--- src/hw/vlc_pkg.sv ---
// Shared constants and types for the VPW link configuration registers
package vlc_pkg;

	// ------------------------------------------------------------
	// Register byte offsets
	// ------------------------------------------------------------
	localparam logic [11:0] OFS_DELAY = 12'h000;
	localparam logic [11:0] OFS_CTRL1 = 12'h004;
	localparam logic [11:0] OFS_CTRL2 = 12'h008;
	localparam logic [11:0] OFS_STATUS = 12'h00C;

	// ------------------------------------------------------------
	// Field positions
	// ------------------------------------------------------------
	localparam int DLY_XSEL_BIT = 7;
	localparam int DLY_RECEIVE_POLARITY_BIT = 6;
	localparam int DLY_OFS_LSB = 0;
	localparam int DLY_OFS_W = 4;
	localparam int CTL1_IGNORE_MESSAGE_BIT = 7;
	localparam int CTL1_LINK_CLOCK_SELECT_BIT = 6;
	localparam int CTL1_RATEH_BIT = 5;
	localparam int CTL1_RATEL_BIT = 4;
	localparam int CTL1_IE_BIT = 1;
	localparam int CTL1_WCM_BIT = 0;
	localparam int CTL2_ANALOG_LOOPBACK_BIT = 6;
	localparam int STS_DLY_LOCK_BIT = 0;
	localparam int STS_RATE_LOCK_BIT = 1;
	localparam int STS_STATE_LSB = 2;
	localparam int STS_RX_OK_BIT = 4;
	localparam int STS_TX_OK_BIT = 5;
	localparam int STS_IGNORE_MESSAGE_BIT = 6;

	// ------------------------------------------------------------
	// Reset values and delay mapping
	// ------------------------------------------------------------
	localparam logic [3:0] DELAY_RESET_CODE = 4'h7;
	localparam logic [4:0] DELAY_BASE_US = 5'h09;
	localparam logic [1:0] RATE_RESET = 2'h0;

	// ------------------------------------------------------------
	// Symbol times, in microseconds, and link clock rates
	// ------------------------------------------------------------
	localparam longint EOF_TIME_US = 280;
	localparam longint IFS_TIME_US = 300;
	localparam longint INT_FREQ_HZ = 1000000;
	localparam longint BIN_FREQ_HZ = 1048576;
	localparam int TICK_W = 10;
	// Least times: round up to whole link ticks
	localparam logic [TICK_W-1:0] EOF_TICKS_INT =
		TICK_W'(EOF_TIME_US);
	localparam logic [TICK_W-1:0] IFS_TICKS_INT =
		TICK_W'(IFS_TIME_US);
	localparam logic [TICK_W-1:0] EOF_TICKS_BIN =
		TICK_W'((EOF_TIME_US * BIN_FREQ_HZ + INT_FREQ_HZ - 1)
		/ INT_FREQ_HZ);
	localparam logic [TICK_W-1:0] IFS_TICKS_BIN =
		TICK_W'((IFS_TIME_US * BIN_FREQ_HZ + INT_FREQ_HZ - 1)
		/ INT_FREQ_HZ);

	// ------------------------------------------------------------
	// Loopback recovery states
	// ------------------------------------------------------------
	typedef enum logic [1:0] {
		VLC_LB_ACTIVE = 2'b00,
		VLC_WAIT_IDLE = 2'b01,
		VLC_READY = 2'b10
	} vlc_link_state_t;

endpackage

--- src/hw/vlc_rate_div.sv ---
// Crystal clock divider producing the link timing clock tick
`timescale 1ns/1ps
module vlc_rate_div #(
	parameter int CNT_W = 3
) (
	input wire logic clk,
	input wire logic rst_n,
	input wire logic clk_en,
	input wire logic run,
	input wire logic [1:0] rate,
	output logic tick
);
	logic [CNT_W-1:0] cnt_reg;
	logic [CNT_W-1:0] cnt_next;
	logic [CNT_W-1:0] last;
	logic tick_reg;
	logic tick_next;

	// Divide by 1, 2, 4 or 8
	always_comb begin
		last = CNT_W'((1 << rate) - 1);
		cnt_next = cnt_reg;
		tick_next = 1'b0;
		if (run) begin
			if (cnt_reg >= last) begin
				cnt_next = '0;
				tick_next = 1'b1;
			end else begin
				cnt_next = cnt_reg + CNT_W'(1);
			end
		end
	end

	always_ff @(posedge clk or negedge rst_n) begin
		if (!rst_n) begin
			cnt_reg <= '0;
			tick_reg <= 1'b0;
		end else if (clk_en) begin
			cnt_reg <= cnt_next;
			tick_reg <= tick_next;
		end
	end

	assign tick = tick_reg & clk_en;
endmodule

--- src/hw/vlc_link_regs.sv ---
// Configuration and control registers of the VPW link controller
//
// Function
// [RQ1] Delay compensation 9 to 24 us in 1 us steps, 16 us after reset.
// [RQ2] Delay register takes only the first write after reset; reads always.
// [RQ3] Transceiver select: 1 on-chip, 0 off-chip; software keeps it 0.
// [RQ4] Receive polarity 1 passes the pin unchanged, 0 inverts it.
// [RQ5] Delay code 0000 is 9 us, each step adds 1 us, 1111 is 24 us.
// [RQ6] Ignore-message disables receiver, masks requests, holds status.
// [RQ7] Start-of-frame or break clears ignore-message; requests resume.
// [RQ8] Clock select: 1 means 1.048576 MHz, 0 means 1 MHz timing.
// [RQ9] Rate codes 00, 01, 10, 11 divide crystal clock by 1, 2, 4, 8.
// [RQ10] Rate bits writable once after reset, then read-only.
// [RQ11] Software picks a rate giving a nominal 1 or 1.048576 MHz tick.
// [RQ12] Interrupt enable gates run-mode requests only, not wake-ups.
// [RQ13] Request stays asserted until all sources are cleared.
// [RQ14] Wait clock mode 1 stops internal clocks in CPU wait mode.
// [RQ15] Software changes transmit control with single-bit set or clear.
// [RQ16] Analog loopback routes drive input to receiver, bus undriven.
// [RQ17] Setting analog loopback resets the protocol state machine.
// [RQ18] After loopback clears, wait for end-of-frame before transmitting.
// [RQ19] After loopback clears, idle EOF time to receive, IFS to transmit.
// [RQ20] Reset loads 16 us delay code and clears both write-once flags.
`timescale 1ns/1ps
module vlc_link_regs #(
	parameter int ADDR_W = 12,
	parameter int TICK_W = vlc_pkg::TICK_W
) (
	input wire logic CORE_CLK,
	input wire logic RESET_N,
	input wire logic CLK_EN,
	input wire logic PSEL,
	input wire logic PENABLE,
	input wire logic PWRITE,
	input wire logic [ADDR_W-1:0] PADDR,
	input wire logic [31:0] PWDATA,
	output logic [31:0] PRDATA,
	output logic PREADY,
	output logic PSLVERR,
	input wire logic RX_PIN,
	input wire logic TX_BIT,
	input wire logic SOF_DET,
	input wire logic BREAK_DET,
	input wire logic IRQ_PEND,
	input wire logic RUN_MODE,
	input wire logic WAKE_REQ,
	input wire logic CPU_WAIT,
	output logic TX_PIN,
	output logic TX_PIN_EN,
	output logic RX_BIT,
	output logic RX_ENABLE,
	output logic STATUS_HOLD,
	output logic CPU_IRQ,
	output logic LINK_TICK,
	output logic LINK_CLK_BINARY,
	output logic CLOCKS_RUN,
	output logic [4:0] DELAY_US,
	output logic XCVR_ONCHIP,
	output logic SM_RESET,
	output logic RX_ALLOWED,
	output logic TX_ALLOWED
);

	// ------------------------------------------------------------
	// Register state
	// ------------------------------------------------------------
	logic xsel_reg, xsel_next;
	logic receive_polarity_reg, receive_polarity_next;
	logic [3:0] dly_code_reg, dly_code_next;
	logic dly_lock_reg, dly_lock_next;
	logic ignore_message_reg, ignore_message_next;
	logic link_clock_select_reg, link_clock_select_next;
	logic [1:0] rate_reg, rate_next;
	logic rate_lock_reg, rate_lock_next;
	logic ie_reg, ie_next;
	logic wcm_reg, wcm_next;
	logic analog_loopback_reg, analog_loopback_next;
	logic [31:0] prdata_reg, prdata_next;

	logic [ADDR_W-1:0] a_delay, a_ctrl1, a_ctrl2, a_status;
	logic acc, wr, mapped;
	logic [7:0] rd_delay, rd_ctrl1, rd_ctrl2, rd_status;

	assign a_delay = ADDR_W'(vlc_pkg::OFS_DELAY);
	assign a_ctrl1 = ADDR_W'(vlc_pkg::OFS_CTRL1);
	assign a_ctrl2 = ADDR_W'(vlc_pkg::OFS_CTRL2);
	assign a_status = ADDR_W'(vlc_pkg::OFS_STATUS);

	// ------------------------------------------------------------
	// APB decode: zero wait states, read data latched in setup
	// ------------------------------------------------------------
	assign acc = PSEL & PENABLE;
	assign wr = acc & PWRITE;
	assign mapped = (PADDR == a_delay) | (PADDR == a_ctrl1) |
		(PADDR == a_ctrl2) | (PADDR == a_status);
	assign PREADY = 1'b1;
	assign PSLVERR = acc & ~mapped;
	assign PRDATA = prdata_reg;

	// ------------------------------------------------------------
	// Link state (loopback recovery)
	// ------------------------------------------------------------
	vlc_pkg::vlc_link_state_t state_reg, state_next;
	logic [TICK_W-1:0] idle_reg, idle_next;
	logic [TICK_W-1:0] eof_ticks, ifs_ticks;
	logic tick;
	logic rx_ok, tx_ok;

	always_comb begin
		rd_delay = '0;
		rd_delay[vlc_pkg::DLY_XSEL_BIT] = xsel_reg;
		rd_delay[vlc_pkg::DLY_RECEIVE_POLARITY_BIT] = receive_polarity_reg;
		rd_delay[vlc_pkg::DLY_OFS_LSB +: vlc_pkg::DLY_OFS_W] = dly_code_reg;
		rd_ctrl1 = '0;
		rd_ctrl1[vlc_pkg::CTL1_IGNORE_MESSAGE_BIT] = ignore_message_reg;
		rd_ctrl1[vlc_pkg::CTL1_LINK_CLOCK_SELECT_BIT] = link_clock_select_reg;
		rd_ctrl1[vlc_pkg::CTL1_RATEH_BIT] = rate_reg[1];
		rd_ctrl1[vlc_pkg::CTL1_RATEL_BIT] = rate_reg[0];
		rd_ctrl1[vlc_pkg::CTL1_IE_BIT] = ie_reg;
		rd_ctrl1[vlc_pkg::CTL1_WCM_BIT] = wcm_reg;
		rd_ctrl2 = '0;
		rd_ctrl2[vlc_pkg::CTL2_ANALOG_LOOPBACK_BIT] = analog_loopback_reg;
		rd_status = '0;
		rd_status[vlc_pkg::STS_DLY_LOCK_BIT] = dly_lock_reg;
		rd_status[vlc_pkg::STS_RATE_LOCK_BIT] = rate_lock_reg;
		rd_status[vlc_pkg::STS_STATE_LSB +: 2] = state_reg;
		rd_status[vlc_pkg::STS_RX_OK_BIT] = rx_ok;
		rd_status[vlc_pkg::STS_TX_OK_BIT] = tx_ok;
		rd_status[vlc_pkg::STS_IGNORE_MESSAGE_BIT] = ignore_message_reg;
	end

	// ------------------------------------------------------------
	// Register writes
	// ------------------------------------------------------------
	always_comb begin
		xsel_next = xsel_reg;
		receive_polarity_next = receive_polarity_reg;
		dly_code_next = dly_code_reg;
		dly_lock_next = dly_lock_reg;
		ignore_message_next = ignore_message_reg;
		link_clock_select_next = link_clock_select_reg;
		rate_next = rate_reg;
		rate_lock_next = rate_lock_reg;
		ie_next = ie_reg;
		wcm_next = wcm_reg;
		analog_loopback_next = analog_loopback_reg;
		prdata_next = prdata_reg;
		if (PSEL & ~PENABLE & ~PWRITE) begin
			prdata_next = '0;
			if (PADDR == a_delay)
				prdata_next[7:0] = rd_delay;
			else if (PADDR == a_ctrl1)
				prdata_next[7:0] = rd_ctrl1;
			else if (PADDR == a_ctrl2)
				prdata_next[7:0] = rd_ctrl2;
			else if (PADDR == a_status)
				prdata_next[7:0] = rd_status;
		end
		if (wr & (PADDR == a_delay) & ~dly_lock_reg) begin // [RQ2]
			xsel_next = PWDATA[vlc_pkg::DLY_XSEL_BIT]; // [RQ3]
			receive_polarity_next = PWDATA[vlc_pkg::DLY_RECEIVE_POLARITY_BIT];
			dly_code_next =
				PWDATA[vlc_pkg::DLY_OFS_LSB +: vlc_pkg::DLY_OFS_W];
			dly_lock_next = 1'b1; // [RQ2]
		end
		if (wr & (PADDR == a_ctrl1)) begin
			ignore_message_next = PWDATA[vlc_pkg::CTL1_IGNORE_MESSAGE_BIT];
			link_clock_select_next = PWDATA[vlc_pkg::CTL1_LINK_CLOCK_SELECT_BIT];
			ie_next = PWDATA[vlc_pkg::CTL1_IE_BIT];
			wcm_next = PWDATA[vlc_pkg::CTL1_WCM_BIT];
			if (~rate_lock_reg) begin // [RQ10]
				rate_next = {PWDATA[vlc_pkg::CTL1_RATEH_BIT],
					PWDATA[vlc_pkg::CTL1_RATEL_BIT]};
				rate_lock_next = 1'b1; // [RQ10]
			end
		end
		if (wr & (PADDR == a_ctrl2))
			analog_loopback_next = PWDATA[vlc_pkg::CTL2_ANALOG_LOOPBACK_BIT];
		// Frame start beats a same-cycle software set, so no frame is lost
		if (SOF_DET | BREAK_DET)
			ignore_message_next = 1'b0; // [RQ7]
	end

	always_ff @(posedge CORE_CLK or negedge RESET_N) begin
		if (!RESET_N) begin
			xsel_reg <= 1'b0;
			receive_polarity_reg <= 1'b0;
			dly_code_reg <= vlc_pkg::DELAY_RESET_CODE; // [RQ20]
			dly_lock_reg <= 1'b0; // [RQ20]
			ignore_message_reg <= 1'b0;
			link_clock_select_reg <= 1'b0;
			rate_reg <= vlc_pkg::RATE_RESET;
			rate_lock_reg <= 1'b0; // [RQ20]
			ie_reg <= 1'b0;
			wcm_reg <= 1'b0;
			analog_loopback_reg <= 1'b0;
			prdata_reg <= '0;
		end else if (CLK_EN) begin
			xsel_reg <= xsel_next;
			receive_polarity_reg <= receive_polarity_next;
			dly_code_reg <= dly_code_next;
			dly_lock_reg <= dly_lock_next;
			ignore_message_reg <= ignore_message_next;
			link_clock_select_reg <= link_clock_select_next;
			rate_reg <= rate_next;
			rate_lock_reg <= rate_lock_next;
			ie_reg <= ie_next;
			wcm_reg <= wcm_next;
			analog_loopback_reg <= analog_loopback_next;
			prdata_reg <= prdata_next;
		end
	end

	// ------------------------------------------------------------
	// Link timing clock
	// ------------------------------------------------------------
	logic clocks_run;

	assign clocks_run = ~(wcm_reg & CPU_WAIT); // [RQ14]

	vlc_rate_div #(
		.CNT_W(3)
	) u_div (
		.clk(CORE_CLK),
		.rst_n(RESET_N),
		.clk_en(CLK_EN),
		.run(clocks_run),
		.rate(rate_reg), // [RQ9]
		.tick(tick)
	);

	// Symbol timing follows the selected link clock rate
	assign eof_ticks = link_clock_select_reg ? vlc_pkg::EOF_TICKS_BIN :
		vlc_pkg::EOF_TICKS_INT; // [RQ8]
	assign ifs_ticks = link_clock_select_reg ? vlc_pkg::IFS_TICKS_BIN :
		vlc_pkg::IFS_TICKS_INT; // [RQ8]

	// ------------------------------------------------------------
	// Pin conditioning and loopback
	// ------------------------------------------------------------
	logic rx_bit_reg, rx_bit_next;
	logic tx_pin_reg, tx_pin_next;
	logic tx_en_reg, tx_en_next;
	logic sm_rst_reg, sm_rst_next;
	logic irq_reg, irq_next;
	logic [4:0] dly_us_reg, dly_us_next;

	always_comb begin
		// Loopback feeds the final-stage drive input back to the receiver
		if (analog_loopback_reg)
			rx_bit_next = TX_BIT; // [RQ16]
		else
			rx_bit_next = receive_polarity_reg ? RX_PIN : ~RX_PIN; // [RQ4]
		tx_pin_next = analog_loopback_reg ? 1'b0 : TX_BIT; // [RQ16]
		tx_en_next = ~analog_loopback_reg; // [RQ16]
		sm_rst_next = analog_loopback_next & ~analog_loopback_reg; // [RQ17]
		dly_us_next = vlc_pkg::DELAY_BASE_US + {1'b0, dly_code_reg}; // [RQ5]
		// Wake-ups bypass the enable; ignore-message masks everything
		irq_next = ~ignore_message_reg & ((RUN_MODE & ie_reg & IRQ_PEND) |
			(~RUN_MODE & WAKE_REQ)); // [RQ12] [RQ13] [RQ6]
	end

	always_ff @(posedge CORE_CLK or negedge RESET_N) begin
		if (!RESET_N) begin
			rx_bit_reg <= 1'b0;
			tx_pin_reg <= 1'b0;
			tx_en_reg <= 1'b0;
			sm_rst_reg <= 1'b0;
			irq_reg <= 1'b0;
			dly_us_reg <= vlc_pkg::DELAY_BASE_US +
				{1'b0, vlc_pkg::DELAY_RESET_CODE};
		end else if (CLK_EN) begin
			rx_bit_reg <= rx_bit_next;
			tx_pin_reg <= tx_pin_next;
			tx_en_reg <= tx_en_next;
			sm_rst_reg <= sm_rst_next;
			irq_reg <= irq_next;
			dly_us_reg <= dly_us_next; // [RQ1]
		end
	end

	// ------------------------------------------------------------
	// Idle qualification after loopback
	// ------------------------------------------------------------
	always_comb begin
		state_next = state_reg;
		idle_next = idle_reg;
		unique case (state_reg)
			vlc_pkg::VLC_LB_ACTIVE: begin
				idle_next = '0;
				if (~analog_loopback_reg)
					state_next = vlc_pkg::VLC_WAIT_IDLE;
			end
			vlc_pkg::VLC_WAIT_IDLE: begin
				// Any active bit restarts the idle count
				if (rx_bit_reg)
					idle_next = '0;
				else if (tick & (idle_reg != '1))
					idle_next = idle_reg + TICK_W'(1);
				if ((idle_reg >= ifs_ticks) & (idle_reg >= eof_ticks))
					state_next = vlc_pkg::VLC_READY; // [RQ18] [RQ19]
			end
			vlc_pkg::VLC_READY: begin
				idle_next = '0;
			end
			default: begin
				state_next = vlc_pkg::VLC_WAIT_IDLE;
				idle_next = '0;
			end
		endcase
		if (analog_loopback_reg)
			state_next = vlc_pkg::VLC_LB_ACTIVE; // [RQ17]
	end

	always_ff @(posedge CORE_CLK or negedge RESET_N) begin
		if (!RESET_N) begin
			state_reg <= vlc_pkg::VLC_WAIT_IDLE;
			idle_reg <= '0;
		end else if (CLK_EN) begin
			state_reg <= state_next;
			idle_reg <= idle_next;
		end
	end

	assign rx_ok = (state_reg == vlc_pkg::VLC_READY) |
		((state_reg == vlc_pkg::VLC_WAIT_IDLE) &
		(idle_reg >= eof_ticks)); // [RQ19]
	assign tx_ok = (state_reg == vlc_pkg::VLC_READY); // [RQ18]

	// ------------------------------------------------------------
	// Outputs
	// ------------------------------------------------------------
	assign TX_PIN = tx_pin_reg;
	assign TX_PIN_EN = tx_en_reg;
	assign RX_BIT = rx_bit_reg;
	assign RX_ENABLE = ~ignore_message_reg; // [RQ6]
	assign STATUS_HOLD = ignore_message_reg; // [RQ6]
	assign CPU_IRQ = irq_reg;
	assign LINK_TICK = tick;
	assign LINK_CLK_BINARY = link_clock_select_reg;
	assign CLOCKS_RUN = clocks_run;
	assign DELAY_US = dly_us_reg;
	assign XCVR_ONCHIP = xsel_reg;
	assign SM_RESET = sm_rst_reg;
	assign RX_ALLOWED = rx_ok & ~analog_loopback_reg;
	assign TX_ALLOWED = tx_ok & ~analog_loopback_reg;
endmodule

--- config.mk ---
export PLATFORM = sky130hd
export DESIGN_NAME = vlc_link_regs
export DESIGN_NICKNAME = d
export VERILOG_FILES = /design/src/hw/vlc_pkg.sv /design/src/hw/vlc_rate_div.sv /design/src/hw/vlc_link_regs.sv
export SDC_FILE = /design/constraint.sdc
export NUM_CORES = 1
export LEC_CHECK = 0
export ABC_AREA = 1
export BUFFER_PORTS_ARGS = -buffer_cell sky130_fd_sc_hd__clkbuf_2
export CAP_MARGIN = 20
export CORE_UTILIZATION = 54
export CTS_CLUSTER_DIAMETER = 150
export DETAILED_ROUTE_END_ITERATION = 8
export GPL_TIMING_DRIVEN = 0
export PLACE_DENSITY = 0.86
export SLEW_MARGIN = 25
export SYNTH_ARGS = -nofsm -noshare
export SYNTH_HDL_FRONTEND = slang
export SYNTH_HIERARCHICAL = 1
export SYNTH_SLANG_ARGS = --single-unit
--- constraint.sdc ---
create_clock -name CORE_CLK -period 4 [get_ports CORE_CLK]
set_input_delay 0.2 -clock CORE_CLK [delete_from_list [all_inputs] [get_ports CORE_CLK]]
set_output_delay 0.2 -clock CORE_CLK [all_outputs]
set_load 0.02 [all_outputs]
==> results.toml <==
[outcome]
outcome = "completed"

[logic_synthesis]
synth_warnings = 6
synth.avg_cell_area_um2 = 7.65
synth_seq_cells = 49
synthAdderAreaFrac_pct = 6.00
synthSimpleGateAreaFrac_pct = 27.9
synth_ff_type = "dfrtp_1"
async_flop_share_pct = 100
ys_types = 43
synth_compound_area_share_pct = 11.3
synth_xor_area_share_pct = 1.12
synth_edf_count = 0
syn_inst = 409
synth_mux_area_share_pct = 0
synth_top_family_by_area = "simple AND/OR/NAND/NOR gates"
syn_area_mm2 = 0.00313
synth_seq_area_share_pct = 39.4

[floorplan]
coreArea_mm2 = 0.00554
io_pins = 110
dieWidth_um = 78.1
row_count = 27
die_area_mm2 = 0.00610
chipHeight_um = 78.1
start_util_pct = 56.5

[route]
wire_per_inst_um = 12.0
drtPass1Iterations = 4
drc_errors = 0
wirelength_mm = 6.87
antenna_left = 0
via_per_inst = 4.98
vias = 2853
dr.first_iter.drc_count = 93

[final_layout]
fin_nets = 573
num_antenna_cells = 0
largest_reg_flops = 10
layout_common_cells = "nand2_1, clkbuf_2, inv_1, dfrtp_1"
seq_area_mm2 = 0.00123
layout_commonest_cell = "nand2_1"
multi_input_area_mm2 = 0.00154
nFillCells = 475
drive_gt1_share_pct = 26.9
area_delta_synth_final_pct = 18.8

[clocking]
clk_pin_slew_worst_paths_ns = 0.10
postCtsSetupRepairBufs = 0
cts_resized = 0
root_buffer = "clkbuf_8"
numCtsBuffers = 5
cts_sinks = 49
clk_path_buf_depth = 2
cts_tree = "done"
clk_latency_ns = 0.31
htreeDepth = 2

[global_route]
grt_pass1_wl_mm = 11.8
grt_max_degree = 50
grt_pass1_vias = 2637
antenna_found_initial = 0
track_usage_pct = 24.3
gr-total-overflow = 0

[hold_path]
hp-class = "input pin to flop"

[place]
io_buffers = 60
routabilityCongestion = 0.892
place_hpwl_mm = 5.32
pre_cts_ws_ns = 1.84

[sta]
skew_ns = 0.00497
rsz0062_at_grt = "false"
setup_viol = 0
worst_slack_ns = 1.48
drv_slew = 0
max_freq_mhz = 397
maxSlewHeadroom_pct = 54.1
tns_ns = 0
fin_crit_ns = 2.52
post-route-period-util_pct = 62.9
hold_viol_final = 0
worst_pin_slew_ns = 0.689

[critical_path]
cp.required_ns = 3.80
slowest_stage = "dfrtp_1"
cpPeakStageDelay_ns = 0.54
path_cells = "inv_1, ha_1, inv_1, nand2_1, nor2_1, nand2_1, nand2_1, nand2_1, nand3_1, nand2_1, a21oi_1, clkbuf_2"
cp_max_fo = 8
arrival_ns = 2.32
cp-start-kind = "flop"
critPathMostFrequentCell = "nand2_1"
path_class = "flop to output port"
endpoint_kind = "output port"

[power]
power_density_mw_per_mm2 = 292
power_leakage_nw = 1.99
ir_drop_mv = 0.195

[run]
cap_violations = 0
-- layer usage --
metal | track usage (%) | share of wire (%) | wire length [µm]
met5 | 0 | 0 | 0
met4 | 5.56 | 0.92 | 63
met3 | 4.42 | 5.3 | 366
met2 | 43.3 | 50 | 3440
met1 | 30.4 | 44 | 3000
-- Yosys cell counts, drive strengths merged (2+ instances only) --
master / number / area share, %
dfstp: 5 / 4.2
nor3: 11 / 2.3
nor3b: 2 / 0.48
a21oi: 16 / 2.6
conb: 2 / 0.24
inv: 53 / 6.4
nand2: 115 / 15
nand3: 22 / 3.7
clkbuf: 2 / 0.24
dfrtp: 44 / 35
o22ai: 2 / 0.40
or2: 2 / 0.40
nor2: 29 / 4.4
buf: 32 / 7.4
ha: 15 / 6.0
o21ai: 35 / 6.1
nand4: 7 / 1.6
xor2: 3 / 0.84
-- power breakdown --
| group | internal (W) | switching, W | total [W] |
|---|---|---|---|
| clock | 0.000132 | 0.000191 | 0.000324 |
| combinational | 0.0000765 | 0.000141 | 0.000217 |
| sequential | 0.000522 | 0.0000208 | 0.000542 |
| total | 0.000730 | 0.000353 | 0.00108 |
-- through the flow --
step	area (µm²)	hold WS (ns)	util [%]	std cells	total power, W
after global placement	3610	0.391	65.1	564	0.000762
after global routing	3720	0.0667	67.1	573	0.00113
after floorplan	3220	-0.0956	-	432	0.000696
after detailed placement	3610	0.308	65.1	564	0.000765
after CTS	3720	0.0470	67.1	573	0.00109
final	3720	0.0524	67.1	573	0.00108
-- layout make-up --
class / count / share of cell area (%)
buffer: 34 / 6.46
clock buffer: 5 / 1.85
clock inverter: 3 / 0.774
inverter: 53 / 5.35
multi-input combinational: 296 / 41.5
sequential: 49 / 33.2
tap: 72 / 2.42
timing repair buffer: 61 / 8.42
-- worst max-delay path: cells and delay by family (launching register included) --
kind / cells / cell delay (ns)
DFF: 1 / 0.54
and+or+nand+nor: 7 / 0.49
buffers and inverters: 3 / 0.46
AOI/OAI and AO/OA: 1 / 0.17
adders and majority gates: 1 / 0.35
-- cell families after synthesis --
| family | count (synthesis) |
|---|---|
| xor+xnor | 4 |
| simple gates | 190 |
| buf+inv | 87 |
| flops | 49 |
| other cells | 2 |
| fa+ha+maj | 15 |
| compound gates | 62 |
-- final timing paths --
path / startpoint / to / slack, ns / cells past startpoint
worst max-delay path: LINK_CLK_BINARY / RX_ALLOWED / 1.48 / 12
worst min-delay path: PWDATA[2] / dly_code_reg[2] / 0.05 / 3
worst max register to register: LINK_CLK_BINARY / PRDATA[4] / 2.01 / 14
worst min register to register: u_div/tick_reg / u_div/tick_reg / 0.49 / 2
max in group asynchronous: RESET_N / PRDATA[2] / 3.06 / 2
min in group asynchronous: RESET_N / idle_reg[1] / 0.47 / 2
-- repair_timing --
action                                 CTS  global route
endpoints found under the hold margin   44             0
hold buffers                             1             0
setup endpoints to repair                0             0
(Power assumes the default switching activity.)
